[src/verilog/cpi_pkg.sv]
package cpi_pkg;
  localparam int unsigned MCLK_HZ      = 50_000_000;
  // generated configuration clock, about 1 MHz
  localparam int unsigned CONFIG_CLOCK_OUT_HZ  = 1_000_000;
  localparam int unsigned CONFIG_CLOCK_HALF    = MCLK_HZ / (2 * CONFIG_CLOCK_OUT_HZ);
  localparam int unsigned ADDR_W       = 17;
  localparam int unsigned DATA_W       = 8;
  localparam int unsigned UIO_W        = 26;
  localparam int unsigned MODE_W       = 3;
  // power-up initialisation length, mclk cycles
  localparam int unsigned INIT_CYCLES  = 64;
  localparam logic [2:0] MODE_PAR_EP1  = 3'h1;
  localparam logic [2:0] MODE_PAR_EP2  = 3'h2;
  localparam logic [2:0] MODE_SER_IN   = 3'h3;
  localparam logic [2:0] MODE_SER_OUT  = 3'h4;
  localparam logic [2:0] MODE_PAR_EP5  = 3'h5;
  localparam logic [2:0] MODE_PAR_IN   = 3'h6;
  // user pin index of data bit 0; upper data follow, then address
  localparam int unsigned PIN_D0       = 0;
  localparam int unsigned PIN_A0       = 8;
endpackage

[src/verilog/cpi_sync.sv]
`timescale 1ns/1ps
module cpi_sync #(
  parameter int unsigned W = 1
) (
  input  wire logic         mclk_i,
  input  wire logic         reset_i,
  input  wire logic [W-1:0] async_i,
  output logic      [W-1:0] sync_o
);
  logic [W-1:0] meta_q;
  always_ff @(posedge mclk_i) begin
    if (reset_i) begin
      meta_q <= '0;
      sync_o <= '0;
    end else begin
      meta_q <= async_i;
      sync_o <= meta_q;
    end
  end
endmodule

[src/verilog/cpi_top.sv]
`timescale 1ns/1ps
module cpi_top #(
  parameter int unsigned ADDR_W = cpi_pkg::ADDR_W,
  parameter int unsigned UIO_W  = cpi_pkg::UIO_W
) (
  input  wire logic                       mclk_i,
  input  wire logic                       reset_i,
  input  wire logic                       user_clock_i,
  input  wire logic                       user_reset_n_i,
  input  wire logic                       config_in_progress_n_i,
  output logic                            config_in_progress_n_o,
  output logic                            config_in_progress_n_oe_o,
  input  wire logic                       config_select_n_i,
  input  wire logic [cpi_pkg::MODE_W-1:0] config_mode_select_i,
  input  wire logic                       config_clock_i,
  output logic                            config_clock_o,
  output logic                            config_clock_oe_o,
  input  wire logic [UIO_W-1:0]           pin_i,
  output logic      [UIO_W-1:0]           pin_o,
  output logic      [UIO_W-1:0]           pin_oe_o,
  input  wire logic [UIO_W-1:0]           user_out_i,
  input  wire logic [UIO_W-1:0]           user_oe_i,
  output logic      [UIO_W-1:0]           user_in_o,
  output logic [cpi_pkg::DATA_W-1:0]      config_byte_o,
  output logic                            config_byte_valid_o
);
  localparam int unsigned DW = cpi_pkg::DATA_W;
  localparam int unsigned CW = $clog2(cpi_pkg::CONFIG_CLOCK_HALF + 1);
  localparam int unsigned IW = $clog2(cpi_pkg::INIT_CYCLES + 1);

  typedef enum logic [2:0] {
    CPI_INIT   = 3'h1,
    CPI_USER   = 3'h2,
    CPI_CONFIG = 3'h4
  } cpi_state_t;

  logic                    con_s, sel_n_s, config_clock_s, config_clock_sd_q;
  logic [cpi_pkg::MODE_W-1:0] mode_s;
  logic [UIO_W-1:0]        pin_s;
  logic [UIO_W-1:0]        user_q;
  logic                    uclk_s, uclk_d_q, ures_n_s;
  cpi_state_t              state_q;
  logic [IW-1:0]           init_cnt_q;
  logic [CW-1:0]           div_cnt_q;
  logic                    config_clock_gen_q;
  logic [ADDR_W-1:0]       addr_q;
  logic [DW-1:0]           shift_q;
  logic [$clog2(DW)-1:0]   bit_cnt_q;
  logic                    dev_clk_mode, eprom_mode, par_mode, cfg_act;
  logic                    config_clock_rise, gen_rise;
  logic [DW-1:0]           data_in;
  logic                    uclk_rise_w;

  cpi_sync #(.W(UIO_W + cpi_pkg::MODE_W + 5)) u_sync (
    .mclk_i (mclk_i),
    .reset_i(reset_i),
    .async_i({pin_i, config_mode_select_i, config_in_progress_n_i,
              config_select_n_i, config_clock_i, user_clock_i,
              user_reset_n_i}),
    .sync_o ({pin_s, mode_s, con_s, sel_n_s, config_clock_s, uclk_s, ures_n_s})
  );

  assign dev_clk_mode = (mode_s == cpi_pkg::MODE_SER_OUT) ||
                        (mode_s == cpi_pkg::MODE_PAR_EP5);
  assign eprom_mode   = (mode_s == cpi_pkg::MODE_PAR_EP1) ||
                        (mode_s == cpi_pkg::MODE_PAR_EP2) ||
                        (mode_s == cpi_pkg::MODE_PAR_EP5);
  assign par_mode     = eprom_mode || (mode_s == cpi_pkg::MODE_PAR_IN);
  assign cfg_act      = (state_q == CPI_CONFIG) && !sel_n_s;
  assign gen_rise     = (div_cnt_q == CW'(cpi_pkg::CONFIG_CLOCK_HALF - 1)) &&
                        !config_clock_gen_q;
  assign config_clock_rise    = dev_clk_mode ? gen_rise : (config_clock_s && !config_clock_sd_q);
  assign data_in      = pin_s[cpi_pkg::PIN_D0 +: DW];

  always_ff @(posedge mclk_i) begin
    if (reset_i) begin
      state_q    <= CPI_INIT;
      init_cnt_q <= '0;
    end else begin
      case (state_q)
        CPI_INIT: begin
          if (init_cnt_q == IW'(cpi_pkg::INIT_CYCLES - 1)) begin
            state_q <= CPI_USER;
          end
          init_cnt_q <= init_cnt_q + 1'b1;
        end
        CPI_USER: if (!con_s) begin
          state_q <= CPI_CONFIG;
        end
        CPI_CONFIG: if (con_s) begin
          state_q <= CPI_USER;
        end
        default: state_q <= CPI_INIT;
      endcase
    end
  end

  always_ff @(posedge mclk_i) begin
    if (reset_i) begin
      config_in_progress_n_o    <= 1'b0;
      config_in_progress_n_oe_o <= 1'b1;
    end else begin
      config_in_progress_n_o    <= 1'b0;
      // open collector: only ever pull low
      config_in_progress_n_oe_o <= (state_q == CPI_INIT);
    end
  end

  always_ff @(posedge mclk_i) begin
    if (reset_i || !cfg_act || !dev_clk_mode) begin
      div_cnt_q  <= '0;
      config_clock_gen_q <= 1'b0;
    end else if (div_cnt_q == CW'(cpi_pkg::CONFIG_CLOCK_HALF - 1)) begin
      div_cnt_q  <= '0;
      config_clock_gen_q <= !config_clock_gen_q;
    end else begin
      div_cnt_q  <= div_cnt_q + 1'b1;
    end
  end

  always_ff @(posedge mclk_i) begin
    if (reset_i) begin
      config_clock_sd_q         <= 1'b0;
      config_clock_o    <= 1'b0;
      config_clock_oe_o <= 1'b0;
    end else begin
      config_clock_sd_q         <= config_clock_s;
      config_clock_o    <= config_clock_gen_q;
      config_clock_oe_o <= cfg_act && dev_clk_mode;
    end
  end

  always_ff @(posedge mclk_i) begin
    if (reset_i || !cfg_act) begin
      shift_q             <= '0;
      bit_cnt_q           <= '0;
      config_byte_o       <= '0;
      config_byte_valid_o <= 1'b0;
    end else begin
      config_byte_valid_o <= 1'b0;
      if (config_clock_rise) begin
        if (par_mode) begin
          config_byte_o       <= data_in;
          config_byte_valid_o <= 1'b1;
        end else begin
          // serial from data0, first bit lsb
          shift_q   <= {data_in[0], shift_q[DW-1:1]};
          bit_cnt_q <= bit_cnt_q + 1'b1;
          if (bit_cnt_q == ($clog2(DW))'(DW - 1)) begin
            config_byte_o       <= {data_in[0], shift_q[DW-1:1]};
            config_byte_valid_o <= 1'b1;
          end
        end
      end
    end
  end

  always_ff @(posedge mclk_i) begin
    if (reset_i || !cfg_act) begin
      addr_q <= '0;
    end else if (config_clock_rise && eprom_mode) begin
      addr_q <= addr_q + 1'b1;
    end
  end

  always_ff @(posedge mclk_i) begin
    if (reset_i) begin
      pin_o    <= '0;
      pin_oe_o <= '0;
    end else if (cfg_act) begin
      pin_o    <= '0;
      pin_oe_o <= '0;
      if (eprom_mode) begin
        pin_o[cpi_pkg::PIN_A0 +: ADDR_W]    <= addr_q;
        pin_oe_o[cpi_pkg::PIN_A0 +: ADDR_W] <= '1;
      end
    end else if (state_q == CPI_USER) begin
      pin_o    <= user_q;
      pin_oe_o <= user_oe_i;
    end else begin
      pin_o    <= '0;
      pin_oe_o <= '0;
    end
  end

  // user array registers
  // user clock edge found on the synced copy, never used as a clock
  assign uclk_rise_w = uclk_s && !uclk_d_q;
  always_ff @(posedge mclk_i) begin
    if (reset_i || !ures_n_s) begin
      uclk_d_q  <= 1'b0;
      user_q    <= '0;
      user_in_o <= '0;
    end else begin
      uclk_d_q <= uclk_s;
      if (uclk_rise_w) begin
        user_q    <= user_out_i;
        user_in_o <= pin_s;
      end
    end
  end
endmodule
[config.mk]
export PLATFORM = sky130hd
export DESIGN_NAME = cpi_top
export DESIGN_NICKNAME = d
export VERILOG_FILES = /design/src/verilog/cpi_pkg.sv /design/src/verilog/cpi_sync.sv /design/src/verilog/cpi_top.sv
export SDC_FILE = /design/constraint.sdc
export NUM_CORES = 1
export LEC_CHECK = 0
export ABC_AREA = 1
export ABC_CLOCK_PERIOD_IN_PS = 1800
export BUFFER_PORTS_ARGS = -buffer_cell sky130_fd_sc_hd__buf_2
export CAP_MARGIN = 10
export CORE_MARGIN = 10
export CORE_UTILIZATION = 35
export DETAILED_ROUTE_END_ITERATION = 16
export GPL_ROUTABILITY_DRIVEN = 0
export REMOVE_ABC_BUFFERS = 1
export SETUP_SLACK_MARGIN = 0.3
export SYNTH_ARGS = -nofsm -noshare
export SYNTH_HDL_FRONTEND = slang
export SYNTH_SLANG_ARGS = --single-unit
[constraint.sdc]
create_clock -name mclk_i -period 1.8 [get_ports mclk_i]
set_input_delay 0.18 -clock mclk_i [delete_from_list [all_inputs] [get_ports mclk_i]]
set_output_delay 0.18 -clock mclk_i [all_outputs]
set_load 0.01 [all_outputs]
==> out/results.tsv <==
metric	value	unit
pin_count	179	
post-place-ws	0.1514	ns
maxCapViolCount	0	
dieArea	29810	µm²
synth_area	8158	µm²
grt_pass1_wl	35.71	mm
netlist_top_cells_area	dfxtp_1, nor2_1, inv_1	
start_util	35.81	%
drive_gt1_share	24.08	%
vias_per_cell	4.362	
rsz0062_at_grt	yes	
hold_class	in -> reg	
p_total	10.97	mW
cts_sinks	229	
setup_viol	0	
cp.required	2.25	ns
nNetsFinal	1380	
cts_buffer_depth	3	
drt-initial-drc-count	374	
synthFlopType	dfxtp_1	
portBuffers	177	
ant_nets	0	
grt_pass1_vias	6924	
firstDrtPassIters	4	
yosysUniqueCellTypes	39	
cellLeakagePower	5.253	nW
wl_per_cell	13.62	µm
syn_inst	1013	
routed_wl	21.97	mm
hold_viol_final	0	
yosysSeqAreaShare	56.20	%
ys_async_sr_fraction	0	%
slew_viol_final	0	
cts_tree	built	
area_growth	38.62	%
diodes	0	
criticalPathCategory	reg -> reg	
die_h	172.7	µm
critPathLaunchType	flip-flop	
syn_area_per_cell	8.053	µm²
drc	0	
skew	0.01241	ns
status	complete, no violations	
grt_antenna_before_repair	0	
finalWorstSetupSlack	0.3308	ns
cp-end-kind	flip-flop	
finalCritPeriodShare	81.62	%
grt_max_degree	66	
pwr_density_cell	970.0	nW/µm²
ys_warn_count	0	
synth.top_cell.area_share	56.20	%
peakVddDrop	0.0006058	V
routed-via-count	7036	
cp_data_arrival_time	1.92	ns
root_buffer	clkbuf_16	
gr-total-overflow	0	
numCtsBuffers	25	
path_max_fanout	7	
fin_crit	1.469	ns
dp_hpwl	13.73	mm
coreArea	22780	µm²
fillerInstances	2135	
die_w	172.7	µm
clock.fmax	680.6	MHz
synth.largest_area_cell	dfxtp_1	
clock_latency	0.52	ns
ys_ff_latch	229	
ys_top_cells_by_count	dfxtp_1, nor2_1, inv_1	
grt_usage	14.10	%
synth_edf_count	0	
cts_max_level	1	
rows	55	
path_clk_slew	0.06	ns
-- area by class of cell --
class | count | area (µm²) | share of cell area, %
clock buffer | 35 | 703.2 | 6.218
tap | 313 | 391.6 | 3.463
sequential | 229 | 4592 | 40.61
inverter | 157 | 598.1 | 5.289
timing repair buffer | 287 | 1997 | 17.66
multi-input combinational | 583 | 2899 | 25.64
clock inverter | 9 | 127.6 | 1.129
-- worst max-delay path, cell delays in order (launching register included) --
cell and delay, ns:
dfxtp_2 0.33, inv_1 0.08, ha_4 0.12, nand2_2 0.05
nor2_4 0.16, nand3_4 0.13, nand2_8 0.15, buf_6 0.13
nand3_2 0.05, nand2_1 0.07, nand2_1 0.04, nor2_1 0.09
-- routing by layer --
metal	track usage [%]	part of all wire (%)
met1	17.87	47
met4	2.982	1.7
met5	0	0
met3	4.182	6.5
met2	23.23	45
-- cell usage in the layout (no fill, tap or decap), types with 7 or more instances in the layout --
cell,n
o21ai_2,11
inv_2,9
dfxtp_1,223
nand2_2,9
inv_1,144
buf_2,177
buf_4,17
nand4_1,9
dlygate4sd3_1,86
nor2_1,225
nand3_1,46
a21oi_1,32
xor2_1,7
clkbuf_16,25
o21ai_1,7
nand2_1,126
o21ai_0,59
-- registers in the layout, summed over array words and instances (netlist names), 8 cells and up --
name / count
addr_q: 17
u_sync.meta_q: 34
u_sync.sync_o: 34
pin_o: 26
pin_oe_o: 26
user_q: 26
user_in_o: 26
config_byte_o: 8
-- path summary, 6_finish.rpt --
path | endpoint | start | slack [ns] | cells after the start
worst max-delay path | addr_q[10] | div_cnt_q[0] | 0.33 | 11
worst min-delay path | config_clock_oe_o | reset_i | 0.15 | 4
worst max register to register | addr_q[10] | div_cnt_q[0] | 0.33 | 11
worst min register to register | u_sync.sync_o[5] | u_sync.meta_q[5] | 0.40 | 2
-- logic make-up after synthesis --
logic type / after synthesis / share of synthesized area [%]
AND/OR/NAND/NOR: 444 / 22.94
buffers and inverters: 204 / 10.26
AO/OA/AOI/OAI: 118 / 8.313
adder cells (fa/ha/maj): 9 / 1.380
XOR/XNOR: 8 / 0.8589
flip-flops: 229 / 56.20
other: 1 / 0.04597
-- through the flow --
stage	utilization (%)	setup TNS (ns)	instance area, µm²	cells	hold slack (ns)
floorplan	-	-47.05	7914	966	0.2491
global placement	41.11	0	9364	1473	0.3807
detailed placement	41.11	0	9364	1473	0.3858
CTS	48.83	0	11120	1607	0.1383
global route	49.65	0	11310	1613	0.1469
finish	49.65	0	11310	1613	0.1470
-- what timing repair did --
item                       4_1_cts  5_1_grt
setup buffers                    2        5
cloned                           2        1
setup endpoints to repair       33       35
hold buffers                    86        0
resized for setup                7       33
pin swaps                        4       14
hold endpoints to repair        86        0
-- power breakdown --
group          leakage [nW]  internal (mW)  total (mW)  switching [mW]
Clock                 0.411           3.15        5.16            2.01
Sequential             1.86           5.17        5.21          0.0414
Combinational          2.98          0.302       0.600           0.298
Total                  5.25           8.62        11.0            2.35
Power figures use the tool's default switching activity.
